### config.mk
export PLATFORM = sky130hd
export DESIGN_NAME = mdl_host
export DESIGN_NICKNAME = d
export VERILOG_FILES = /design/src/core/mdl_pkg.sv /design/src/core/mdl_cnt.sv /design/src/core/mdl_host.sv
export SDC_FILE = /design/constraint.sdc
export NUM_CORES = 1
export LEC_CHECK = 0
export ABC_AREA = 1
export BUFFER_PORTS_ARGS = -buffer_cell sky130_fd_sc_hd__buf_2
export CORE_ASPECT_RATIO = 0.7
export CORE_UTILIZATION = 53
export CTS_CLUSTER_SIZE = 20
export DETAILED_ROUTE_END_ITERATION = 8
export HOLD_SLACK_MARGIN = 0.03
export PLACE_DENSITY = 0.84
export SLEW_MARGIN = 20
export SYNTH_ARGS = -nofsm -noshare
export SYNTH_HDL_FRONTEND = slang
export SYNTH_SLANG_ARGS = --single-unit
### constraint.sdc
create_clock -name mclk -period 2.58 [get_ports mclk]
set_clock_uncertainty 0.2 [all_clocks]
set_input_delay 0.258 -clock mclk [delete_from_list [all_inputs] [get_ports mclk]]
set_output_delay 0.258 -clock mclk [all_outputs]
set_load 0.01 [all_outputs]
### src/core/mdl_pkg.sv
/*
  Package for the host-side load port controller of a 16-channel 8-bit converter.
  Assumes a single 40 MHz clock domain.
*/
package mdl_pkg;
  localparam int unsigned MDL_CHANNELS      = 16;
  localparam int unsigned MDL_DATA_W        = 8;
  localparam int unsigned MDL_ADDR_W        = 4;
  localparam int unsigned MDL_CLK_PERIOD_NS = 25;
  // Least strobe low width in ns
  localparam int unsigned MDL_STROBE_NS     = 40;
  localparam int unsigned MDL_STROBE_CYC    =
    (MDL_STROBE_NS + MDL_CLK_PERIOD_NS - 1) / MDL_CLK_PERIOD_NS;
  // Setup and hold around strobe edges, one cycle each
  localparam int unsigned MDL_SETUP_CYC     = 1;
  localparam int unsigned MDL_HOLD_CYC      = 1;
  localparam logic [MDL_DATA_W-1:0] MDL_CLEAR_CODE = 8'h00;
  typedef enum logic [1:0] {
    MDL_OP_WRITE,
    MDL_OP_LOAD,
    MDL_OP_READ,
    MDL_OP_CLEAR
  } mdl_op_t;
endpackage

### src/core/mdl_cnt.sv
/*
  Down counter used to time each pin phase.
  Assumes a single clock domain.
*/
`timescale 1ns/1ps
module mdl_cnt #(
  parameter int unsigned W = 4
) (
  input  wire logic         mclk,
  input  wire logic         rst_n,
  input  wire logic         load,
  input  wire logic [W-1:0] value,
  output logic              done
);
  logic [W-1:0] count;

  always_ff @(posedge mclk or negedge rst_n) begin
    if (!rst_n) begin
      count <= '0;
    end else if (load) begin
      count <= value;
    end else if (count != '0) begin
      count <= count - W'(1);
    end
  end

  // Count only, so load may depend on done without a loop
  assign done = (count == '0);
endmodule

### src/core/mdl_host.sv
/*
  Host controller that drives the parallel load port of a 16-channel 8-bit converter:
  channel writes, common load, readback and clear.
  Assumes device pins sampled synchronously to mclk; data bus is split into in/out/oe_n.
*/
// Behaviour
// - Each code goes on an 8-bit data bus with a 4-bit address picking one channel.
// - Exactly one input register is written per write cycle.
// - With read/write low, data is captured on the rising edge of the write strobe.
// - Strobe together with load low copies all input registers to converter registers.
`timescale 1ns/1ps
module mdl_host
  import mdl_pkg::*;
#(
  parameter int unsigned STROBE_CYC = MDL_STROBE_CYC
) (
  input  wire logic                  mclk,
  input  wire logic                  rst_n,
  input  wire logic                  req_valid,
  output logic                       req_ready,
  input  wire mdl_op_t               req_op,
  input  wire logic [MDL_ADDR_W-1:0] req_addr,
  input  wire logic [MDL_DATA_W-1:0] req_data,
  output logic                       rsp_valid,
  output logic [MDL_DATA_W-1:0]      rsp_data,
  output logic                       select_n,
  output logic                       strobe_n,
  output logic                       read_write,
  output logic                       transfer_load_n,
  output logic                       clear_outputs_n,
  output logic [MDL_ADDR_W-1:0]      addr,
  output logic [MDL_DATA_W-1:0]      data_out,
  output logic                       data_oe_n,
  input  wire logic [MDL_DATA_W-1:0] data_in
);
  typedef enum logic [2:0] {
    MDL_IDLE,
    MDL_SETUP,
    MDL_PULSE,
    MDL_HOLD
  } mdl_state_t;

  mdl_state_t state;
  mdl_op_t    op;
  logic       cnt_load;
  logic [3:0] cnt_value;
  logic       cnt_done;

  mdl_cnt #(.W(4)) u_cnt (
    .mclk  (mclk),
    .rst_n (rst_n),
    .load  (cnt_load),
    .value (cnt_value),
    .done  (cnt_done)
  );

  assign req_ready = (state == MDL_IDLE);

  always_comb begin
    cnt_load  = 1'b0;
    cnt_value = 4'h0;
    case (state)
      MDL_IDLE: begin
        if (req_valid) begin
          cnt_load  = 1'b1;
          // A phase of N cycles loads N-1
          cnt_value = 4'(MDL_SETUP_CYC - 1);
        end
      end
      MDL_SETUP: begin
        if (cnt_done) begin
          cnt_load  = 1'b1;
          cnt_value = 4'(STROBE_CYC - 1);
        end
      end
      MDL_PULSE: begin
        if (cnt_done) begin
          cnt_load  = 1'b1;
          cnt_value = 4'(MDL_HOLD_CYC - 1);
        end
      end
      default: begin
        cnt_load  = 1'b0;
        cnt_value = 4'h0;
      end
    endcase
  end

  // Phase sequencing
  always_ff @(posedge mclk or negedge rst_n) begin
    if (!rst_n) begin
      state <= MDL_IDLE;
    end else begin
      case (state)
        MDL_IDLE:  if (req_valid) state <= MDL_SETUP;
        MDL_SETUP: if (cnt_done) state <= MDL_PULSE;
        MDL_PULSE: if (cnt_done) state <= MDL_HOLD;
        MDL_HOLD:  if (cnt_done) state <= MDL_IDLE;
        default:   state <= MDL_IDLE;
      endcase
    end
  end

  // Request capture: address and data held over the whole cycle
  always_ff @(posedge mclk or negedge rst_n) begin
    if (!rst_n) begin
      op       <= MDL_OP_WRITE;
      addr     <= '0;
      data_out <= '0;
    end else if (state == MDL_IDLE && req_valid) begin
      op       <= req_op;
      addr     <= req_addr;
      data_out <= req_data;
    end
  end

  // Pin drive
  always_ff @(posedge mclk or negedge rst_n) begin
    if (!rst_n) begin
      select_n        <= 1'b1;
      strobe_n        <= 1'b1;
      read_write      <= 1'b1;
      transfer_load_n <= 1'b1;
      clear_outputs_n <= 1'b1;
      data_oe_n       <= 1'b1;
    end else begin
      case (state)
        MDL_IDLE: begin
          select_n        <= !req_valid || (req_op == MDL_OP_CLEAR);
          read_write      <= !(req_valid && req_op == MDL_OP_WRITE);
          data_oe_n       <= !(req_valid && req_op == MDL_OP_WRITE);
          strobe_n        <= 1'b1;
          transfer_load_n <= 1'b1;
          clear_outputs_n <= 1'b1;
        end
        MDL_SETUP: begin
          if (cnt_done) begin
            if (op == MDL_OP_CLEAR) begin
              clear_outputs_n <= 1'b0;
            end else begin
              strobe_n <= 1'b0;
              transfer_load_n <= (op != MDL_OP_LOAD);
            end
          end
        end
        MDL_PULSE: begin
          if (cnt_done) begin
            strobe_n        <= 1'b1;
            transfer_load_n <= 1'b1;
            clear_outputs_n <= 1'b1;
          end
        end
        MDL_HOLD: begin
          if (cnt_done) begin
            select_n   <= 1'b1;
            read_write <= 1'b1;
            data_oe_n  <= 1'b1;
          end
        end
        default: begin
          select_n <= 1'b1;
          strobe_n <= 1'b1;
        end
      endcase
    end
  end

  // Readback sampled just before the strobe rises
  always_ff @(posedge mclk or negedge rst_n) begin
    if (!rst_n) begin
      rsp_valid <= 1'b0;
      rsp_data  <= '0;
    end else begin
      rsp_valid <= 1'b0;
      if (state == MDL_PULSE && cnt_done && op == MDL_OP_READ) begin
        rsp_valid <= 1'b1;
        rsp_data  <= data_in;
      end
    end
  end

  AST_WRITE_DRIVES: assert property (@(posedge mclk) disable iff (!rst_n)
    (!strobe_n && !read_write) |-> !data_oe_n && !select_n)
    else $error("write strobe without driven data");
  AST_READ_RELEASES: assert property (@(posedge mclk) disable iff (!rst_n)
    read_write |-> data_oe_n)
    else $error("bus driven during read");
  AST_STROBE_SELECTED: assert property (@(posedge mclk) disable iff (!rst_n)
    !strobe_n |-> !select_n)
    else $error("strobe outside select");
  AST_LOAD_WITH_STROBE: assert property (@(posedge mclk) disable iff (!rst_n)
    !transfer_load_n |-> !strobe_n)
    else $error("load without strobe");
  AST_ADDR_STABLE: assert property (@(posedge mclk) disable iff (!rst_n)
    (!strobe_n && $past(!strobe_n)) |-> $stable(addr) && $stable(data_out))
    else $error("address moved during strobe");
  AST_PULSE_WIDTH: assert property (@(posedge mclk) disable iff (!rst_n)
    $fell(strobe_n) |-> !strobe_n [*2])
    else $error("strobe too short");
  AST_HOLD_AFTER: assert property (@(posedge mclk) disable iff (!rst_n)
    $rose(strobe_n) |-> !select_n && $stable(addr))
    else $error("no hold after strobe");
  AST_CLEAR_WIDTH: assert property (@(posedge mclk) disable iff (!rst_n)
    $fell(clear_outputs_n) |-> !clear_outputs_n [*2] ##1 clear_outputs_n)
    else $error("clear pulse width wrong");
endmodule

=== Yosys cells after proc, flatten, opt, wreduce, memory -nomap -nowiden ===
Cells that the tools add are included.

* Bitwise logic cells: 2
* Muxes and demuxes: 25
* Reductions and logical operators: 21
* $add $sub $neg: 1
* Eq/ne operators: 13

{| class="wikitable"
|+ Operators with widths
! kind !! number
|-
| $reduce_and 4->1 || 4
|-
| $mux 1 || 12
|-
| $mux 3 || 4
|-
| $ne 2x2->1 const B || 6
|-
| $pmux 1 s3 || 4
|-
| $pmux 3 s4 || 1
|-
| $mux 4 || 2
|-
| $eq 2x2->1 const B || 3
|-
| $eq 3x2->1 const B || 2
|-
| $logic_and 1x1->1 || 4
|-
| $logic_not 4->1 || 1
|-
| $pmux 1 s2 || 2
|-
| $reduce_and 2->1 || 2
|-
| $reduce_bool 2->1 || 2
|-
| $reduce_bool 4->1 || 1
|-
| $sub 4x1->4 const B || 1
|-
| $eq 3x1->1 const B || 1
|-
| $logic_not 3->1 || 1
|-
| $reduce_bool 3->1 || 1
|-
| $logic_not 1->1 || 2
|-
| $logic_not 2->1 || 1
|-
| $ne 2x1->1 const B || 1
|-
| $not 1->1 || 2
|-
| $reduce_or 2->1 || 1
|-
| $logic_or 1x1->1 || 1
|}

* Register bits: 35
* Bits of input ports: 25
* Output and inout port bits: 28
* Word-level logic and storage cells: 74

=== Longest topological paths before layout ===
* Depth after elaboration: 4
* Mapped depth: 8
* Mapped depth without buffers: 8

=== Cells and area by module ===
A second synthesis with hierarchy kept.

* Cells, all modules: 196
* Area, all modules: 1637.8 sq um

{| class="wikitable"
|+ Modules (own cells, without submodules)
! module !! seq. area each (sq um) !! area an instance (sq um) !! instances !! cells an instance
|-
| mdl_host || 757.0 || 1395.1 || 1 || 162
|-
| mdl_cnt || 100.1 || 242.7 || 1 || 34
|}

=== Worst setup path after synthesis ===
OpenSTA, ideal clock, no wires.

* Kind: register -> register
* From: register state[0]
* To: register addr[1]
* Buffers on the path: 1
* Path slack: 910 ps
* Data required time: 2255 ps
* Period minus slack after synthesis: 1670 ps
* Stages on the path, launching flop included: 6
* Arrival: 1345 ps
* Library setup time: 125 ps
* Cell sequence: dfrtp_1 > inv_1 > ha_1 > nand2_4 > buf_6 > mux2_4

* Cells in the longest elaborated chain, start to end: 2

{| class="wikitable"
|+ RTL lines
! item !! RTL line !! text
|-
| start, declared || mdl_host.sv:43 || <nowiki>mdl_state_t state;</nowiki>
|-
| start signal, assigned || mdl_host.sv:92 || <nowiki>state <= MDL_IDLE;</nowiki>
|-
| start signal, assigned || mdl_host.sv:95 || <nowiki>MDL_IDLE: if (req_valid) state <= MDL_SETUP;</nowiki>
|-
| start signal, assigned || mdl_host.sv:96 || <nowiki>MDL_SETUP: if (cnt_done) state <= MDL_PULSE;</nowiki>
|-
| $logic_not 3->1 || - ||
|-
| via req_ready || mdl_host.sv:20 || <nowiki>output logic req_ready,</nowiki>
|-
| $logic_and 1x1->1 || mdl_host.sv:110 || <nowiki>end else if (state == MDL_IDLE && req_valid) begin</nowiki>
|-
| end signal, assigned || mdl_host.sv:112 || <nowiki>addr <= req_addr;</nowiki>
|-
| end, declared || mdl_host.sv:31 || <nowiki>output logic [MDL_ADDR_W-1:0] addr,</nowiki>
|}

The timed path passes the listed nets, and every way through them passes these cells.
A chain may end at the register's enable or synchronous reset.

=== Final worst setup path ===
* From: register state[0]
* To: register u_cnt.count[0]

* Cells in the longest elaborated chain, start to end: 4
* Elaborated cells between the ends (all ways): 8
* Those cells by class: eq/ne (2); mux (3); reduce/logical (3)

{| class="wikitable"
|+ RTL lines
! item !! RTL line !! text
|-
| $eq 3x2->1 or $eq 3x1->1 (tied branches) || mdl_host.sv:62 || <nowiki>case (state)</nowiki>
|-
| $reduce_or 2->1 (no line) || - ||
|-
| $pmux 1 s2 || mdl_host.sv:62 ||
|-
| $mux 4 or $reduce_bool 2->1 (tied branches) || - ||
|-
| end signal, assigned || mdl_cnt.sv:21 || <nowiki>count <= value;</nowiki>
|-
| end signal, assigned || mdl_cnt.sv:23 || <nowiki>count <= count - W'(1);</nowiki>
|-
| end, declared || mdl_cnt.sv:15 || <nowiki>logic [W-1:0] count;</nowiki>
|}

Several ways; a longest one is shown, not always the timed one.

==> flow_summary.toml <==
[worst_setup_path]
r2r_end = "u_cnt.count[0]"
cp_slowest_cell = "dfrtp_1"
cp-start-kind = "register"
crit_type = "reg2reg"
endpoint_kind = "register"
crit_fanout = 17
cpMostUsedCell = "nand2_1"
cp.arrival_ns = 1.88
r2r.worst_path.cells = 7
rr_startpoint = "state[0]"
path_cells = "inv_1 > ha_1 > nand2_4 > a21oi_1 > nand2_1 > nand2_1 > nor2_1"
worstPathRequired_ns = 2.55
r2r_setup_slack_ns = 0.68
crit_path_max_incr_delay_ns = 0.42

[logic_synthesis]
yosysMostFrequentCell = "nand2_1"
synth-compound-area-share_pct = 4.31
ys.flop_type = "dfrtp_1"
synth_nets = 177
synth_top_area_share_pct = 47.2
yosys-top-cells-area = "dfrtp_1 47%, nand2_1 12%, dfstp_2 8.5%, mux2_4 6.8%, ha_1 4.9%"
yosys-top-cells-count = "48 x nand2_1, 29 x dfrtp_1, 11 x inv_1"
synth.distinct_cells = 25
synthXorXnorAreaFrac_pct = 1.14
syn_area_mm2 = 0.00154
synthSimpleGateAreaFrac_pct = 18.6
synth.mux.area_fraction_pct = 10.5
ys_warn_count = 0
synthAdderAreaFrac_pct = 4.88
syn_inst = 146
synth-edff-count = 0
avgSynthCellArea_um2 = 10.5
synth_seq_area_share_pct = 55.7
ys_ff_latch = 34
synth_top_family_by_area = "simple AND/OR/NAND/NOR gates"
synth_top_area_cell = "dfrtp_1"
async_flop_share_pct = 100

[timing]
finalCritPeriodShare_pct = 73.7
period_minus_slack_ns = 1.90
setup-tns-final_ns = 0
rsz0062_at_grt = "false"
maxSlewViolCount = 0
tightestPinTransition_ns = 0.703
relSlewSlack_pct = 53.1
finalHoldViolations = 0
setup_viol = 0
max_freq_ghz = 0.526

[clocking]
cts_buffers = 5
clk_pin_slew_ns = 0.07
cts_max_path_buffers = 2
cts-root-buf = "clkbuf_8"
clk_latency_ns = 0.28
tritoncts = "yes"
post_cts_buffers = 0
cts_hold_buffers = 21
ctsHtreeMaxLevel = 2
cts.sinks = 34
cts_resized = 0

[pwr]
ir_drop_mv = 0.750
power_density_mw_per_mm2 = 1240
swShare_pct = 39.5
internal_power_w = 0.00158
power_w = 0.00261
leakage_nw = 1.11
combPwrFrac_pct = 48.1
p_sw_w = 0.00103
seqPwrFrac_pct = 37.8
p_clk_share_pct = 14.1

[global_route]
grt_max_degree = 35
grt_pass1_vias = 1225
grt_pass1_wl_um = 5330
grt-ovfl-total = 0
grt_usage_pct = 24.4
antenna_found_initial = 0

[floorplan]
initial_core_util_pct = 59.0
io_pins = 53
rows = 15
die_width_um = 66.4
die_h_um = 47.1
die_area_mm2 = 0.00313
core-area_mm2 = 0.00261

[run_status]
status = "completed"

[layout]
final_nets = 255
antenna_cells = 0
drive_gt1_share_pct = 36.0
area_growth_pct = 37.3

[detailed_routing]
wl_met1_um = 1440
wire_per_inst_um = 13.0
top_layer = "met4"
wl_um = 3360
first_pass_iters = 4
num_vias = 1291
wl_met2_um = 1620
drt_iter0_markers = 62
wl_met3_um = 280
drc = 0
ant_nets = 0
viasPerCell = 4.98

[run]
drv_cap = 0

[worst_hold_path]
min_path_cells = 3
worstHoldEndpoint = "op[0]"
worstHoldStart = "req_op[0]"
min_path_type = "in2reg"

[place]
gp_congestion = 0.803
port_buffers = 52
hpwlAfterDp_um = 2180
## worst max path at each step
stage,endpoint,slack (ns),from
after floorplan,addr[1],0.91,state[0]
after CTS,u_cnt.count[0],0.73,state[0]
after detailed placement,u_cnt.count[0],0.76,state[0]
after global placement,u_cnt.count[0],0.90,state[0]
final,u_cnt.count[0],0.68,state[0]
after global routing,u_cnt.count[0],0.54,state[0]
## critical path, delay by kind of cell, from the launching register on
| family | cells | cell delay (ns) |
|---|---|---|
| AOI/OAI and AO/OA | 1 | 0.30 |
| and+or+nand+nor | 4 | 0.44 |
| DFF | 1 | 0.42 |
| buffers and inverters | 1 | 0.11 |
| adders and majority gates | 1 | 0.31 |
## metal layers
metal  vias up  GRT usage, %
met2        54          42.7
met1       608          29.2
met5         -             0
met4         0          8.94
met3         3          7.77
li1        626             -
## metrics by stage
stage / area (um^2) / utilization [%] / cells / setup WS [ns] / hold slack [ns]
after global placement: 1820 / 69.9 / 230 / 0.900 / 0.135
after global routing: 2110 / 81.0 / 259 / 0.542 / 0.0939
after detailed placement: 1820 / 69.9 / 230 / 0.759 / 0.160
after CTS: 2110 / 81.0 / 259 / 0.734 / 0.0516
after floorplan: 1540 / - / 146 / 0.910 / -0.238
final: 2110 / 81.0 / 259 / 0.678 / 0.0630
## power by group through the flow
stage | Combinational (W) | Sequential (W) | Clock [W]
finish | 0.00126 | 0.000986 | 0.000368
global route | 0.00140 | 0.00101 | 0.000404
CTS | 0.00125 | 0.000982 | 0.000378
detailed placement | 0.00122 | 0.000983 | 0
global placement | 0.00117 | 0.000972 | 0
floorplan | 0.000765 | 0.00107 | 0
## flip-flops by register name, summed over array words and instances (netlist names)
name,count
data_oe_n,1
u_cnt.count,4
rsp_valid,1
strobe_n,1
op,2
rsp_data,8
transfer_load_n,1
select_n,1
addr,4
state,2
clear_outputs_n,1
data_out,8
## layout make-up
cell class	count	area, um^2
Multi-Input combinational cell	97	607
Tap cell	34	42.5
Timing Repair Buffer	73	470
Fill cell	159	495
Sequential cell	34	857
Clock buffer	8	80.1
Inverter	13	56.3
## logic make-up (layout without fill, tap and decap cells)
family,after synthesis,after routing
and+or+nand+nor,65,65
DFF,34,34
buffers and inverters,15,94
AOI/OAI and AO/OA,12,12
muxes,12,12
adders and majority gates,6,6
xor gates and xnor gates,2,2
## cells in the final DEF (no fill, tap or decap), types with 4 or more instances in the layout
master	instances
clkbuf_8	5
dfstp_2	5
o21ai_0	6
nor2_1	5
mux2_2	5
a21oi_1	4
buf_2	52
inv_1	11
ha_1	6
nand2_1	48
dfrtp_1	29
dlygate4sd3_1	21
mux2_4	7
Power figures use the tool's default switching activity.
